[src/design/pcr_params.svh]
/*
  timing counts for the power contract raise sequence, as macros.
  assumes the block clock sys_clk runs at 25 MHz; every count fits 12 bits.
*/
`ifndef PCR_PARAMS_SVH
`define PCR_PARAMS_SVH

`define PCR_CLK_NS          40
`define PCR_CNT_W           12

// least wait from accept ack to supply command (rounded up)
`define PCR_T_SNK_TRANS_US  100
`define PCR_T_SNK_TRANS_CYC \
  (((`PCR_T_SNK_TRANS_US*1000)+`PCR_CLK_NS-1)/`PCR_CLK_NS)

// longest time the sink may take to reach standby (rounded down)
`define PCR_T_SNK_STDBY_US  80
`define PCR_T_SNK_STDBY_CYC ((`PCR_T_SNK_STDBY_US*1000)/`PCR_CLK_NS)

// longest time the supply may take to be ready (rounded down)
`define PCR_T_SRC_READY_US  160
`define PCR_T_SRC_READY_CYC ((`PCR_T_SRC_READY_US*1000)/`PCR_CLK_NS)

// sink guard timer from accept to ps_rdy (rounded down)
`define PCR_T_PS_TRANS_US   163
`define PCR_T_PS_TRANS_CYC  ((`PCR_T_PS_TRANS_US*1000)/`PCR_CLK_NS)

// least spacing between two granted load steps (rounded up)
`define PCR_T_LOAD_STEP_US  20
`define PCR_T_LOAD_STEP_CYC \
  (((`PCR_T_LOAD_STEP_US*1000)+`PCR_CLK_NS-1)/`PCR_CLK_NS)

`endif

[src/design/pcr_pkg.sv]
/*
  types shared by both ends of the power contract raise link.
  assumes pcr_params.svh is compiled alongside for the widths.
*/
`include "pcr_params.svh"

package pcr_pkg;

  typedef logic [`PCR_CNT_W-1:0] pcr_cnt_t;

  typedef enum logic [0:0] {
    PCR_MSG_ACCEPT = 1'h0,
    PCR_MSG_PS_RDY = 1'h1
  } pcr_msg_t;

  typedef enum logic [2:0] {
    PCR_S_IDLE    = 3'h0,
    PCR_S_ACC_CRC = 3'h1,
    PCR_S_TRANS   = 3'h2,
    PCR_S_SUPPLY  = 3'h3,
    PCR_S_RDY_CRC = 3'h4
  } pcr_src_st_t;

  typedef enum logic [2:0] {
    PCR_K_IDLE     = 3'h0,
    PCR_K_EVAL_ACC = 3'h1,
    PCR_K_STDBY    = 3'h2,
    PCR_K_WAIT_RDY = 3'h3,
    PCR_K_EVAL_RDY = 3'h4,
    PCR_K_OPERATE  = 3'h5
  } pcr_snk_st_t;

endpackage : pcr_pkg

[src/design/pcr_link_if.sv]
/*
  message link between the source end and the sink end.
  assumes both ends share sys_clk; every signal is a one-cycle pulse
  except msg_type, which is valid with msg_valid.
*/
`timescale 1ns/1ps

interface pcr_link_if (
  input wire logic sys_clk
);
  logic              msg_valid;
  pcr_pkg::pcr_msg_t msg_type;
  logic              crc_ack;

  modport src (
    output msg_valid,
    output msg_type,
    input  crc_ack
  );

  modport snk (
    input  msg_valid,
    input  msg_type,
    output crc_ack
  );
endinterface : pcr_link_if

[src/design/pcr_sink.sv]
/*
  sink end: acknowledges messages, drops to standby, guards the
  transition with a timer and paces load steps at the new level.
  assumes manager inputs come from logic on sys_clk.
*/
// How it works
// - source sends accept to begin
// - sink starts guard timer on accept
// - every accept and ps_rdy gets acknowledged
// - source waits transition time after ack
// - sink reaches standby before transition ends
// - source commands voltage, supply ready in time
// - ps_rdy only after supply ready
// - sink evaluates ps_rdy, then permits new level
// - new draw allowed only after ps_rdy
// - load steps kept within transient limits
`timescale 1ns/1ps
`include "pcr_params.svh"

module pcr_sink (
  input  wire logic sys_clk,
  input  wire logic rst_n,
  pcr_link_if.snk   link,
  input  wire logic stdby_done,
  input  wire logic load_step_req,
  input  wire logic err_clear,
  output logic      stdby_req,
  output logic      new_power_ok,
  output logic      load_step_grant,
  output logic      xfer_err,
  output logic      stdby_late,
  output logic      busy
);
  typedef struct packed {
    pcr_pkg::pcr_snk_st_t st;
    logic                 crc;
    logic                 stdby;
    logic                 ok;
    logic                 grant;
    logic                 err;
    logic                 late;
  } pcr_snk_t;

  pcr_snk_t          q;
  pcr_snk_t          d;
  logic              got_acc;
  logic              got_rdy;
  logic              ps_start;
  logic              ps_stop;
  logic              ps_exp;
  logic              aux_start;
  logic              aux_stop;
  logic              aux_run;
  logic              aux_exp;
  pcr_pkg::pcr_cnt_t aux_load;

  assign got_acc = link.msg_valid &&
                   (link.msg_type == pcr_pkg::PCR_MSG_ACCEPT);
  assign got_rdy = link.msg_valid &&
                   (link.msg_type == pcr_pkg::PCR_MSG_PS_RDY);

  // guard from accept to ps_rdy
  pcr_timer u_ps_tmr (
    .sys_clk (sys_clk),
    .rst_n   (rst_n),
    .start   (ps_start),
    .load    (`PCR_CNT_W'(`PCR_T_PS_TRANS_CYC)),
    .stop    (ps_stop),
    .running (),
    .expired (ps_exp)
  );

  // shared: standby deadline, then load-step spacing
  pcr_timer u_aux_tmr (
    .sys_clk (sys_clk),
    .rst_n   (rst_n),
    .start   (aux_start),
    .load    (aux_load),
    .stop    (aux_stop),
    .running (aux_run),
    .expired (aux_exp)
  );

  always_comb
  begin
    d         = q;
    d.grant   = 1'h0;
    ps_start  = 1'h0;
    ps_stop   = 1'h0;
    aux_start = 1'h0;
    aux_stop  = 1'h0;
    aux_load  = `PCR_CNT_W'(`PCR_T_SNK_STDBY_CYC);

    d.crc = link.msg_valid;

    // clear first so a same-cycle set below wins
    if (err_clear)
    begin
      d.err  = 1'h0;
      d.late = 1'h0;
    end

    unique case (q.st)
      pcr_pkg::PCR_K_IDLE,
      pcr_pkg::PCR_K_OPERATE:
      begin
        if (got_acc)
        begin
          ps_start = 1'h1;
          aux_stop = 1'h1;
          d.ok     = 1'h0;
          d.st     = pcr_pkg::PCR_K_EVAL_ACC;
        end
        else if (q.st == pcr_pkg::PCR_K_OPERATE &&
                 load_step_req && !aux_run)
        begin
          d.grant   = 1'h1;
          aux_start = 1'h1;
          aux_load  = `PCR_CNT_W'(`PCR_T_LOAD_STEP_CYC);
        end
      end
      pcr_pkg::PCR_K_EVAL_ACC:
      begin
        d.stdby   = 1'h1;
        aux_start = 1'h1;
        d.st      = pcr_pkg::PCR_K_STDBY;
      end
      pcr_pkg::PCR_K_STDBY:
      begin
        if (ps_exp)
        begin
          aux_stop = 1'h1;
          d.stdby  = 1'h0;
          d.err    = 1'h1;
          d.st     = pcr_pkg::PCR_K_IDLE;
        end
        else if (got_rdy)
        begin
          aux_stop = 1'h1;
          ps_stop  = 1'h1;
          d.st     = pcr_pkg::PCR_K_EVAL_RDY;
        end
        else if (stdby_done)
        begin
          aux_stop = 1'h1;
          d.st     = pcr_pkg::PCR_K_WAIT_RDY;
        end
        else if (aux_exp)
        begin
          d.late = 1'h1;
          d.st   = pcr_pkg::PCR_K_WAIT_RDY;
        end
      end
      pcr_pkg::PCR_K_WAIT_RDY:
      begin
        if (got_rdy)
        begin
          ps_stop = 1'h1;
          d.st    = pcr_pkg::PCR_K_EVAL_RDY;
        end
        else if (ps_exp)
        begin
          d.stdby = 1'h0;
          d.err   = 1'h1;
          d.st    = pcr_pkg::PCR_K_IDLE;
        end
      end
      pcr_pkg::PCR_K_EVAL_RDY:
      begin
        d.stdby = 1'h0;
        d.ok    = 1'h1;
        d.st    = pcr_pkg::PCR_K_OPERATE;
      end
      default:
      begin
        d.st = pcr_pkg::PCR_K_IDLE;
      end
    endcase
  end

  always_ff @(posedge sys_clk)
  begin
    if (!rst_n)
    begin
      q    <= '0;
      q.st <= pcr_pkg::PCR_K_IDLE;
    end
    else
    begin
      q <= d;
    end
  end

  assign link.crc_ack    = q.crc;
  assign stdby_req       = q.stdby;
  assign new_power_ok    = q.ok;
  assign load_step_grant = q.grant;
  assign xfer_err        = q.err;
  assign stdby_late      = q.late;
  assign busy            = (q.st != pcr_pkg::PCR_K_IDLE) &&
                           (q.st != pcr_pkg::PCR_K_OPERATE);
endmodule : pcr_sink

[src/design/pcr_timer.sv]
/*
  one-shot down counter used for the sequence waits.
  assumes load is at least one; expired pulses load+1 cycles after start.
*/
`timescale 1ns/1ps
`include "pcr_params.svh"

module pcr_timer (
  input  wire logic            sys_clk,
  input  wire logic            rst_n,
  input  wire logic            start,
  input  wire pcr_pkg::pcr_cnt_t load,
  input  wire logic            stop,
  output logic                 running,
  output logic                 expired
);
  typedef struct packed {
    logic              run;
    pcr_pkg::pcr_cnt_t cnt;
    logic              exp;
  } pcr_tmr_t;

  pcr_tmr_t q;
  pcr_tmr_t d;

  always_comb
  begin
    d     = q;
    d.exp = 1'h0;
    // start beats a stale expiry so a restart never fires early
    if (stop)
    begin
      d.run = 1'h0;
    end
    else if (start)
    begin
      d.run = 1'h1;
      d.cnt = load;
    end
    else if (q.run)
    begin
      if (q.cnt <= `PCR_CNT_W'h1)
      begin
        d.run = 1'h0;
        d.exp = 1'h1;
      end
      else
      begin
        d.cnt = q.cnt - `PCR_CNT_W'h1;
      end
    end
  end

  always_ff @(posedge sys_clk)
  begin
    if (!rst_n)
      q <= '0;
    else
      q <= d;
  end

  assign running = q.run;
  assign expired = q.exp;
endmodule : pcr_timer

[src/flat_wrapper.sv]
// flat-port wrapper written by rule: the top's interface ports become plain ports
module pcr_sink_flat 
  (sys_clk, rst_n, stdby_done, load_step_req, err_clear, stdby_req, new_power_ok, load_step_grant, xfer_err, stdby_late, busy, link_msg_valid, link_msg_type, link_crc_ack);
  pcr_link_if link_i (.sys_clk(sys_clk));
  input  wire logic sys_clk;
  input  wire logic rst_n;
  input  wire logic stdby_done;
  input  wire logic load_step_req;
  input  wire logic err_clear;
  output logic stdby_req;
  output logic new_power_ok;
  output logic load_step_grant;
  output logic xfer_err;
  output logic stdby_late;
  output logic busy;
  input wire logic [$bits(link_i.msg_valid)-1:0] link_msg_valid;
  input wire logic [$bits(link_i.msg_type)-1:0] link_msg_type;
  output wire logic [$bits(link_i.crc_ack)-1:0] link_crc_ack;
  assign link_i.msg_valid = link_msg_valid;
  assign link_i.msg_type = link_msg_type;
  assign link_crc_ack = link_i.crc_ack;
  pcr_sink u_core (.sys_clk(sys_clk), .rst_n(rst_n), .link(link_i), .stdby_done(stdby_done), .load_step_req(load_step_req), .err_clear(err_clear), .stdby_req(stdby_req), .new_power_ok(new_power_ok), .load_step_grant(load_step_grant), .xfer_err(xfer_err), .stdby_late(stdby_late), .busy(busy));
endmodule
[config.mk]
export PLATFORM = sky130hd
export DESIGN_NAME = pcr_sink_flat
export DESIGN_NICKNAME = d
export VERILOG_FILES = /design/src/design/pcr_pkg.sv /design/src/design/pcr_link_if.sv /design/src/design/pcr_sink.sv /design/src/design/pcr_timer.sv /design/src/flat_wrapper.sv
export VERILOG_INCLUDE_DIRS = /design/src /design/src/design
export SDC_FILE = /design/constraint.sdc
export NUM_CORES = 1
export LEC_CHECK = 0
export ABC_AREA = 1
export BUFFER_PORTS_ARGS = -buffer_cell sky130_fd_sc_hd__buf_2
export CORE_MARGIN = 4
export CORE_UTILIZATION = 34
export CTS_CLUSTER_SIZE = 8
export DETAILED_ROUTE_END_ITERATION = 10
export GPL_ROUTABILITY_DRIVEN = 0
export PLACE_DENSITY = 0.56
export SYNTH_ARGS = -nofsm -noshare
export SYNTH_HDL_FRONTEND = slang
export SYNTH_SLANG_ARGS = --single-unit
[constraint.sdc]
create_clock -name sys_clk -period 2 [get_ports sys_clk]
set_clock_uncertainty 0.05 [all_clocks]
set_input_delay 0.2 -clock sys_clk [delete_from_list [all_inputs] [get_ports sys_clk]]
set_output_delay 0.2 -clock sys_clk [all_outputs]
set_load 0.005 [all_outputs]
After elaboration in Yosys (flattened, before gate mapping) --
Index checks and enable logic that the tools add are counted.
Cells by class: add/subtract/negate cells 2, $mul 0, div/mod/pow operators 0, order comparisons 2, equality and inequality tests 12, shifts and indexed selects 0, mux-type cells 47, bitwise gates (word level) 6, reductions and logical operators 23
Operators with widths (number):
- $mux W12 | 3
- $mux W14 | 2
- $mux W13 | 2
- $le A12 B1 Y1 const B | 2
- $sub A12 B1 Y12 const B | 2
- $mux W1 | 23
- $mux W11 | 2
- $mux W3 | 7
- $pmux W3 S5 | 1
- $pmux W1 S2 | 5
- $reduce_and A3 Y1 | 3
- $reduce_or A4 Y1 | 2
- $eq A3 B2 Y1 const B | 2
- $eq A3 B3 Y1 const B | 2
- $ne A2 B1 Y1 const B | 3
- $not A1 Y1 | 6
- $reduce_and A2 Y1 | 3
- $reduce_bool A2 Y1 | 3
- $reduce_or A2 Y1 | 3
- $logic_and A1 B1 Y1 | 5
- $ne A5 B4 Y1 const B | 1
- $pmux W1 S4 | 1
- $reduce_bool A4 Y1 | 1
- $eq A3 B1 Y1 const B | 1
- 7 further kinds | 7
Storage, ports and cells: bits in registers 37, bits in latches 0, RAM bits 0, memory bits (read-only) 0, input port bits 7, output and inout port bits 7, word-level logic and storage cells 105, memories 0

Longest topological paths before layout --
Gate-level depths: netlist of run 1.
word-level depth 8, mapped depth 14

Cells and area by module --
Synthesis of run 1 repeated with hierarchy kept, for this count alone.
Unflattened totals: cells, all modules 434, area, all modules 2611.3 sq um
Modules (own cells, without submodules):
- pcr_timer | times used 2, cells an instance 177, area an instance 1061.0 sq um
- pcr_sink | times used 1, cells an instance 80, area an instance 489.2 sq um

Least setup slack after synthesis of run 1 --
No wires, ideal clock.
path type register -> register, from register u_core.u_aux_tmr.q[1] (netlist bit), to register u_core.u_aux_tmr.q[10] (netlist bit), data arrival time 1.435 ns, data required time 1.836 ns, setup slack 0.401 ns, stages on the path, launching flop included 14, buffers on the path 1, clock period less this slack 1.599 ns, cell sequence dfxtp_1 -> inv_1 -> ha_1 -> inv_1 -> nand2_1 -> nand2_1 -> nor2_1 -> nand2_1 -> nand2_1 -> nand2_4 -> nand2_4 -> buf_6 -> nor2_1 -> nor2_2
On the way: longest elaborated chain between the ends 4, elaborated cells on any way between the ends 7, those cells by class add/sub: 1; order compare: 1; eq/ne: 1; mux: 3; reduce/logical: 1
Ends and longest elaborated chain:
- start, declared | RTL line pcr_timer.sv:23 | pcr_tmr_t q;
- start signal, assigned | RTL line pcr_timer.sv:57 | q <= '0;
- start signal, assigned | RTL line pcr_timer.sv:59 | q <= d;
- $sub A12 B1 Y12 | RTL line pcr_timer.sv:49 | d.cnt = q.cnt - `PCR_CNT_W'h1;
- $mux W12 | RTL line pcr_timer.sv:42 | if (q.cnt <= `PCR_CNT_W'h1)
- $mux W14 | RTL line pcr_timer.sv:40 | else if (q.run)
- $mux W13 | RTL line pcr_timer.sv:35 | else if (start)
Several ways; a longest one is shown, not always the timed one. The select of a mux whose other input is x is not followed. A chain may end at the register's enable or synchronous reset.

Worst setup path after layout of run 1 --
from register u_core.u_aux_tmr.q[1] (netlist bit), to register u_core.u_aux_tmr.q[12] (netlist bit)
The elaborated chain is that of the path after synthesis.

==> results of run 1 <==
==> power breakdown <==
group          switching (mW)  total (mW)  internal [mW]
Clock                   0.263       0.536          0.274
Combinational            1.65        2.48          0.833
Sequential              0.228        1.20          0.973
==> cells in the mapped netlist (3+ instances only) <==
| master | instances |
|---|---|
| a21oi_1 | 18 |
| buf_2 | 3 |
| buf_6 | 3 |
| dfxtp_1 | 37 |
| ha_1 | 4 |
| inv_1 | 42 |
| inv_2 | 12 |
| nand2_1 | 97 |
| nand2_2 | 4 |
| nand2_4 | 4 |
| nand3_1 | 44 |
| nand4_1 | 8 |
| nor2_1 | 66 |
| nor2_2 | 5 |
| o21ai_0 | 14 |
==> stage by stage <==
stage / power, mW / utilization [%] / hold WS (ns) / setup slack [ns]
6_report: 4.22 / 38.8 / 0.0939 / 0.217
5_1_grt: 4.72 / 38.8 / 0.0974 / 0.0204
4_1_cts: 4.27 / 38.8 / 0.0820 / 0.219
3_5_place_dp: 3.69 / 37.4 / 0.389 / 0.239
3_3_place_gp: 3.68 / 37.4 / 0.372 / 0.267
2_1_floorplan: 3.26 / - / 0.243 / 0.401
==> final timing paths <==
path                                 startpoint                             endpoint  slack (ns)  depth (start not counted)
max          u_core.u_aux_tmr.q[1]$_SDFFE_PN0P_  u_core.u_aux_tmr.q[12]$_SDFFE_PN0P_        0.22                         13
min                              link_msg_valid       u_core.link.crc_ack$_SDFF_PN0_        0.09                          3
max reg2reg  u_core.u_aux_tmr.q[1]$_SDFFE_PN0P_  u_core.u_aux_tmr.q[12]$_SDFFE_PN0P_        0.22                         13
min reg2reg        u_core.stdby_late$_SDFF_PN0_         u_core.stdby_late$_SDFF_PN0_        0.41                          2
==> cell families after synthesis <==
kind of cell	synth area share (%)
compound gates	8.10
xor+xnor	0.378
fa+ha+maj	2.16
buf+inv	11.8
flops	32.0
simple gates	45.6
==> routing by layer <==
layer	routed length, µm	share of wire, %	GRT usage [%]	vias up
met2	2510	46	23.0	36
li1	-	-	-	1218
met3	169	3.1	2.75	8
met4	74	1.4	4.97	0
met5	0	0	0	-
met1	2700	49	18.3	997
==> tightest hold or removal path, stage by stage <==
cell and delay (ns):
buf_2 0.10, nand2_1 0.05, inv_1 0.05
==> layout make-up <==
cell class                      instances  share of cell area (%)
Clock buffer                            7                    3.43
Inverter                               56                    8.45
Timing Repair Buffer                   15                    3.18
Tap cell                               77                    3.83
Multi-Input combinational cell        278                    51.7
Sequential cell                        37                    29.4
==> reports/qor.txt, run 1 <==
TritonCTS Sinks: 37
design area: 0.00252 mm²
post-CTS sizing: 0
Net Count, Synth: 391
area delta synth->final: 8.75%
Tmin final: 1.78 ns
die height: 90.5 µm
hold crit path type: input pin to flip-flop
Power Density: 1680 mW/mm²
Worst-Skew Late Latency: 0.29 ns
status: finished, final reports clean
Final period util: 89.2%
GRT Total Usage: 14.1%
Num CTS Buffers: 5
Vias: 2259
Initial Utilization: 35.7%
Die Area: 0.00820 mm²
most common cell after layout, fill and taps aside: nand2_1
clock slew at reported path FFs: 0.07 ns
Mapped Area: 0.00232 mm²
Root Driver: clkbuf_8
vias per inst: 4.81
Top Registers: u_core.u_aux_tmr.q: 12 flops, u_core.u_ps_tmr.q: 12 flops, u_core.q: 3 flops
fmax: 0.561 GHz
asr flop ratio synth: 0%
Syn. warnings: 0
Row Count: 29
Critical Path AT: 1.90 ns
syn_area_per_cell: 6.09 µm²
final wirelength: 5460 µm
Synth Instances: 380
most used cell, CP: nand2_1
maximum VDD drop: 0.642 mV
cell taking the most area after synthesis: dfxtp_1
port bufs: 13
crit path max fanout: 15
Pre-antenna DRT Iters: 5
Synth Register Bits: 37
postcts setup bufs: 0
post-synth top area share: 32.0%
WL/cell: 11.6 µm
CTS tree: yes
Cell Area, Placed: 0.00243 mm²
CORE AREA: 0.00649 mm²
largest net degree at the start of global routing: 22
worst path bufs/invs: 2
Max Cap Viol: 0
number of fillers in the final layout: 721
# DRC: 0
startpoint types: flip-flop
grt ovf: 0
WP data required: 2.12 ns
Cell Chain, Critical Path: inv_1, ha_1, inv_1, nand2_1, nand2_1, nor2_1, nand2_1, nand2_1, nand2_4, nand2_4, nand2_1, nand2_1, nor2_1
final hold viol count: 0
Worst path slowest cell: dfxtp_1
# diodes: 0
die width: 90.5 µm
I/O pin count: 14
RSZ-0062 raised after global routing: false
most frequent cells in the layout: nand2_1 (97), nor2_1 (66), nand3_1 (44), inv_1 (42), dfxtp_1 (37)
share of layout cells above drive strength 1: 13.7%
Routed Antenna Nets: 0
Final setup viols: 0
Worst slew margin: 75.9%
H-tree lvl count: 2
Synth Flop Type: dfxtp_1
TNS Setup: 0 ns
Max stage delay on crit path: 0.33 ns
critical path class: flip-flop to flip-flop
hold_buf cts: 0
vias in the first global route: 2087
dpl hpwl: 3910 µm
sequential area share after synthesis: 32.0%
top cells by area, synth: dfxtp_1 (32%), nand2_1 (16%), nor2_1 (11%)
Slew @ Worst Pin: 0.358 ns
drt initial violations: 88
Final #Nets: 404
Post-synth EDFFs: 0
Top delay family on crit path: simple AND/OR/NAND/NOR gates
CP Capture Type: flip-flop
global-route wire length before repair: 9630 µm
clk buf depth: 2
final non-filler cell total: 470
max-slew violations: 0
FF+latch area: 741 µm²
Distinct cells, synth: 29
multi-input logic area: 0.00130 mm²
initial antenna violation count: 0
Inst Count DP: 463
static leakage: 1.30 nW
Note: power is estimated with default switching activity, not from simulation.
==> run 2: changes to the inputs <==
Settings changed: BUFFER_PORTS_ARGS -buffer_cell sky130_fd_sc_hd__buf_2 to default, DONT_BUFFER_PORTS from default to 1, PLACE_DENSITY 0.56 to 0.54.
==> run 2 against run 1 <==
  * Fmax rose by 2.4%
  * Flip-flop and latch count unchanged
  * Final cell count decreased by 2.1%
  * Highest routed layer unchanged
  * Via count decreased by 1.4%
  * Sequential share of layout area up 0.41 points
  * Design area shrank 1.4%
  * Count of clock-buffer cells in the layout unchanged
  * Critical path depth shrank 4
  * Hold slack lost 0.084 ns
  * Combinational power about the same
  * Sequential power is essentially flat
==> reports/qor.txt, run 2 (synthesized netlist as in run 1, its figures left out) <==
largest net degree at the start of global routing: 19
share of layout cells above drive strength 1: 11.0%
Top Registers: u_core.u_aux_tmr.q: 12 flops, u_core.u_ps_tmr.q: 12 flops, u_core.q: 3 flops
Tmin final: 1.74 ns
die height: 90.5 µm
WL/cell: 11.7 µm
Top delay family on crit path: simple AND/OR/NAND/NOR gates
final wirelength: 5390 µm
I/O pin count: 14
Num CTS Buffers: 5
# DRC: 0
clk buf depth: 2
Slew @ Worst Pin: 0.778 ns
Inst Count DP: 450
H-tree lvl count: 2
most frequent cells in the layout: nand2_1 (97), nor2_1 (66), nand3_1 (44), inv_1 (41), dfxtp_1 (37)
vias per inst: 4.84
max-slew violations: 0
Final #Nets: 394
area delta synth->final: 7.24%
crit path max fanout: 13
CORE AREA: 0.00649 mm²
Final period util: 87.0%
status: finished, final reports clean
Worst-Skew Late Latency: 0.29 ns
startpoint types: flip-flop
dpl ws: 0.239 ns
GRT Total Usage: 13.9%
Max Cap Viol: 0
postcts setup bufs: 0
worst path bufs/invs: 1
Final setup viols: 0
worst setup margin: 0.259 ns
drt initial violations: 83
dpl hpwl: 3870 µm
grt ovf: 0
wl on met1: 2700 µm
most common cell after layout, fill and taps aside: nand2_1
fmax: 0.574 GHz
critical path class: flip-flop to flip-flop
most used cell, CP: nor2_1
CP Capture Type: flip-flop
Worst slew margin: 48.0%
post-layout util: 38.2%
Initial Utilization: 35.7%
CTS tree: yes
final non-filler cell total: 460
met3 wire length: 137 µm
Hold WS: 0.00962 ns
Die Area: 0.00820 mm²
Critical Path AT: 1.87 ns
clock slew at reported path FFs: 0.07 ns
RSZ-0062 raised after global routing: false
TritonCTS Sinks: 37
Row Count: 29
Cell Chain, Critical Path: inv_1, ha_1, nor2_1, nor2_1, nand3_1, nand2_2, nand3_1, nand2_1, nor2_1
global-route wire length before repair: 9440 µm
WP data required: 2.13 ns
Max stage delay on crit path: 0.32 ns
highest routed layer: met4
Worst path slowest cell: dfxtp_1
# diodes: 0
TNS Setup: 0 ns
static leakage: 1.25 nW
met2 wire length: 2490 µm
hold crit path type: input pin to flip-flop
port bufs: 0
Root Driver: clkbuf_8
Power Density: 1700 mW/mm²
initial antenna violation count: 0
maximum VDD drop: 0.739 mV
vias in the first global route: 2051
Pre-antenna DRT Iters: 4
die width: 90.5 µm
Vias: 2228
final hold viol count: 0
Routed Antenna Nets: 0
## run 2: cell type report
cell class                      instances  area, µm²
Clock buffer                            7       86.3
Fill cell                             730       4010
Inverter                               56        213
Multi-Input combinational cell        278       1300
Sequential cell                        37        741
Tap cell                               77       96.3
Timing Repair Buffer                    5       45.0
## run 2: power breakdown
| part | leakage, nW | internal, mW | switching [mW] |
|---|---|---|---|
| Clock | 0.0443 | 0.274 | 0.273 |
| Sequential | 0.303 | 0.973 | 0.223 |
| Combinational | 0.905 | 0.826 | 1.66 |
| Total | 1.25 | 2.07 | 2.15 |
## run 2: stage by stage
step,instance area (µm²),power (mW)
after global placement,2370,3.65
final,2480,4.22
after detailed placement,2370,3.68
after CTS,2480,4.25
after global routing,2480,4.73
after floorplan,2320,3.26
## run 2: path summary, 6_finish.rpt
check	end	start	depth (start not counted)	slack, ns
min reg2reg	u_core.new_power_ok$_SDFFE_PN0P_	u_core.new_power_ok$_SDFFE_PN0P_	2	0.43
max	u_core.u_ps_tmr.q[12]$_SDFFE_PN0P_	u_core.u_ps_tmr.q[1]$_SDFFE_PN0P_	9	0.26
max reg2reg	u_core.u_ps_tmr.q[12]$_SDFFE_PN0P_	u_core.u_ps_tmr.q[1]$_SDFFE_PN0P_	9	0.26
min	u_core.u_ps_tmr.expired$_SDFF_PP0_	rst_n	2	0.01
## run 2: routing by layer
metal | track usage (%) | vias up
li1 | - | 1193
met1 | 17.4 | 1004
met2 | 23.5 | 25
met3 | 3.75 | 6
met4 | 3.44 | 0
met5 | 0 | -
## run 2: timing repair
item                                    4_1_cts  5_1_grt
hold buffers                                  3        0
resized for setup                             0        1
endpoints found under the setup margin        0        1
hold endpoints to repair                     19        0
==> run 3: changes to the inputs <==
==> constraint.sdc (replaced) <==
create_clock -name sys_clk -period 2 [get_ports sys_clk]
set_clock_uncertainty 0.05 [all_clocks]
set_input_delay 0.4 -clock sys_clk [delete_from_list [all_inputs] [get_ports sys_clk]]
set_output_delay 0.4 -clock sys_clk [all_outputs]
set_load 0.005 [all_outputs]
==> run 3 against run 2 <==
  * Fmax up 2.2%
  * Count of clock-buffer cells in the layout unchanged
  * Combinational power hardly changed
  * Design area fell by 0.91%
  * Core utilization decreased by 0.35 points
  * Largest power group unchanged
  * Highest routed layer unchanged
==> reports/qor.txt, run 3 (synthesized netlist as in run 1, its figures left out) <==
status: finished, final reports clean
Slew @ Worst Pin: 0.359 ns
Cell Area, Placed: 0.00237 mm²
Die Area: 0.00820 mm²
critical path class: flip-flop to flip-flop
GRT Total Usage: 13.7%
Routed Antenna Nets: 0
Row Count: 29
CP Capture Type: flip-flop
Pre-antenna DRT Iters: 4
Initial Utilization: 35.7%
Worst path slowest cell: dfxtp_1
share of layout cells above drive strength 1: 11.3%
hold_buf cts: 0
Worst slew margin: 76.0%
dpl ws: 0.261 ns
max-slew violations: 0
largest net degree at the start of global routing: 23
dpl hpwl: 3830 µm
number of fillers in the final layout: 714
# DRC: 0
die width: 90.5 µm
final hold viol count: 0
global-route wire length before repair: 9280 µm
TNS Setup: 0 ns
design area: 0.00246 mm²
Critical Path AT: 1.84 ns
most used cell, CP: nor2_1
WL/cell: 11.7 µm
I/O pin count: 14
Cell Chain, Critical Path: inv_1, ha_1, nor2_1, nor2_1, nand3_1, nand3_2, a21oi_1, nor2_1
Max stage delay on crit path: 0.34 ns
Final period util: 85.2%
grt ovf: 0
Vias: 2200
vias per inst: 4.80
Top Registers: u_core.u_aux_tmr.q: 12 flops, u_core.u_ps_tmr.q: 12 flops, u_core.q: 3 flops
worst setup margin: 0.296 ns
Root Driver: clkbuf_8
WP data required: 2.13 ns
final wirelength: 5350 µm
port bufs: 0
vias in the first global route: 2018
Final setup viols: 0
crit path max fanout: 9
# diodes: 0
initial antenna violation count: 0
RSZ-0062 raised after global routing: false
clock slew at reported path FFs: 0.07 ns
die height: 90.5 µm
most frequent cells in the layout: nand2_1 (97), nor2_1 (66), nand3_1 (44), inv_1 (41), dfxtp_1 (37)
Max Cap Viol: 0
most common cell after layout, fill and taps aside: nand2_1
CTS tree: yes
fmax: 0.587 GHz
Worst-Skew Late Latency: 0.29 ns
drt initial violations: 97
hold crit path type: input pin to flip-flop
TritonCTS Sinks: 37
startpoint types: flip-flop
Power Density: 1710 mW/mm²
Tmin final: 1.70 ns
area delta synth->final: 6.27%
multi-input logic area: 0.00130 mm²
static leakage: 1.25 nW
CORE AREA: 0.00649 mm²
FF+latch area: 741 µm²
postcts setup bufs: 0
maximum VDD drop: 0.658 mV
clk buf depth: 2
Num CTS Buffers: 5
H-tree lvl count: 2
Final #Nets: 392
-- run 3: cell type report --
class                   count  share of cell area (%)
inverters                  56                    8.64
multi-input cells         278                    52.9
well taps                  77                    3.91
clock buffers               7                    3.51
flip-flops and latches     37                    30.1
repair buffers              3                   0.915
-- run 3: worst max-delay path, delay by kind of cell, from the launching register on --
family | cells | cell delay (ns)
AO/OA/AOI/OAI | 1 | 0.20
buffers and inverters | 1 | 0.08
flip-flops | 1 | 0.34
adder cells (fa/ha/maj) | 1 | 0.25
AND/OR/NAND/NOR | 5 | 0.68
-- run 3: where the power goes --
| group | internal (mW) | switching [mW] |
|---|---|---|
| Combinational | 0.826 | 1.64 |
| Sequential | 0.973 | 0.216 |
| Clock | 0.274 | 0.271 |
| Total | 2.07 | 2.13 |
-- run 3: per-layer routing --
layer  global-route usage (%)  wire length (µm)  vias up
met5                        0                 0        -
met2                     22.4              2480       18
met4                     5.48                68        0
li1                         -                 -     1189
met3                     3.00               110        8
met1                     17.3              2690      985
-- run 3: final timing paths --
kind,start,to,slack (ns),cells after the start
setup reg to reg,u_core.u_ps_tmr.q[1]$_SDFFE_PN0P_,u_core.u_ps_tmr.q[12]$_SDFFE_PN0P_,0.30,8
hold reg to reg,u_core.u_aux_tmr.expired$_SDFF_PP0_,u_core.stdby_late$_SDFF_PN0_,0.43,2
hold / removal,link_msg_valid,u_core.link.crc_ack$_SDFF_PN0_,0.15,2
setup / recovery,u_core.u_ps_tmr.q[1]$_SDFFE_PN0P_,u_core.u_ps_tmr.q[12]$_SDFFE_PN0P_,0.30,8
-- run 3: repair_timing --
action                     in CTS  in global routing
gates resized for setup         0                  1
hold endpoints to repair        0                  0
setup endpoints to repair       0                  1
-- run 3: metrics by stage --
step | total power [mW] | util, % | std cells | hold WS [ns]
after CTS | 4.24 | 37.9 | 458 | 0.142
after detailed placement | 3.67 | 36.6 | 451 | 0.423
after global routing | 4.73 | 37.9 | 458 | 0.150
after floorplan | 3.26 | - | 380 | 0.401
after global placement | 3.65 | 36.6 | 451 | 0.423
final | 4.20 | 37.9 | 458 | 0.154
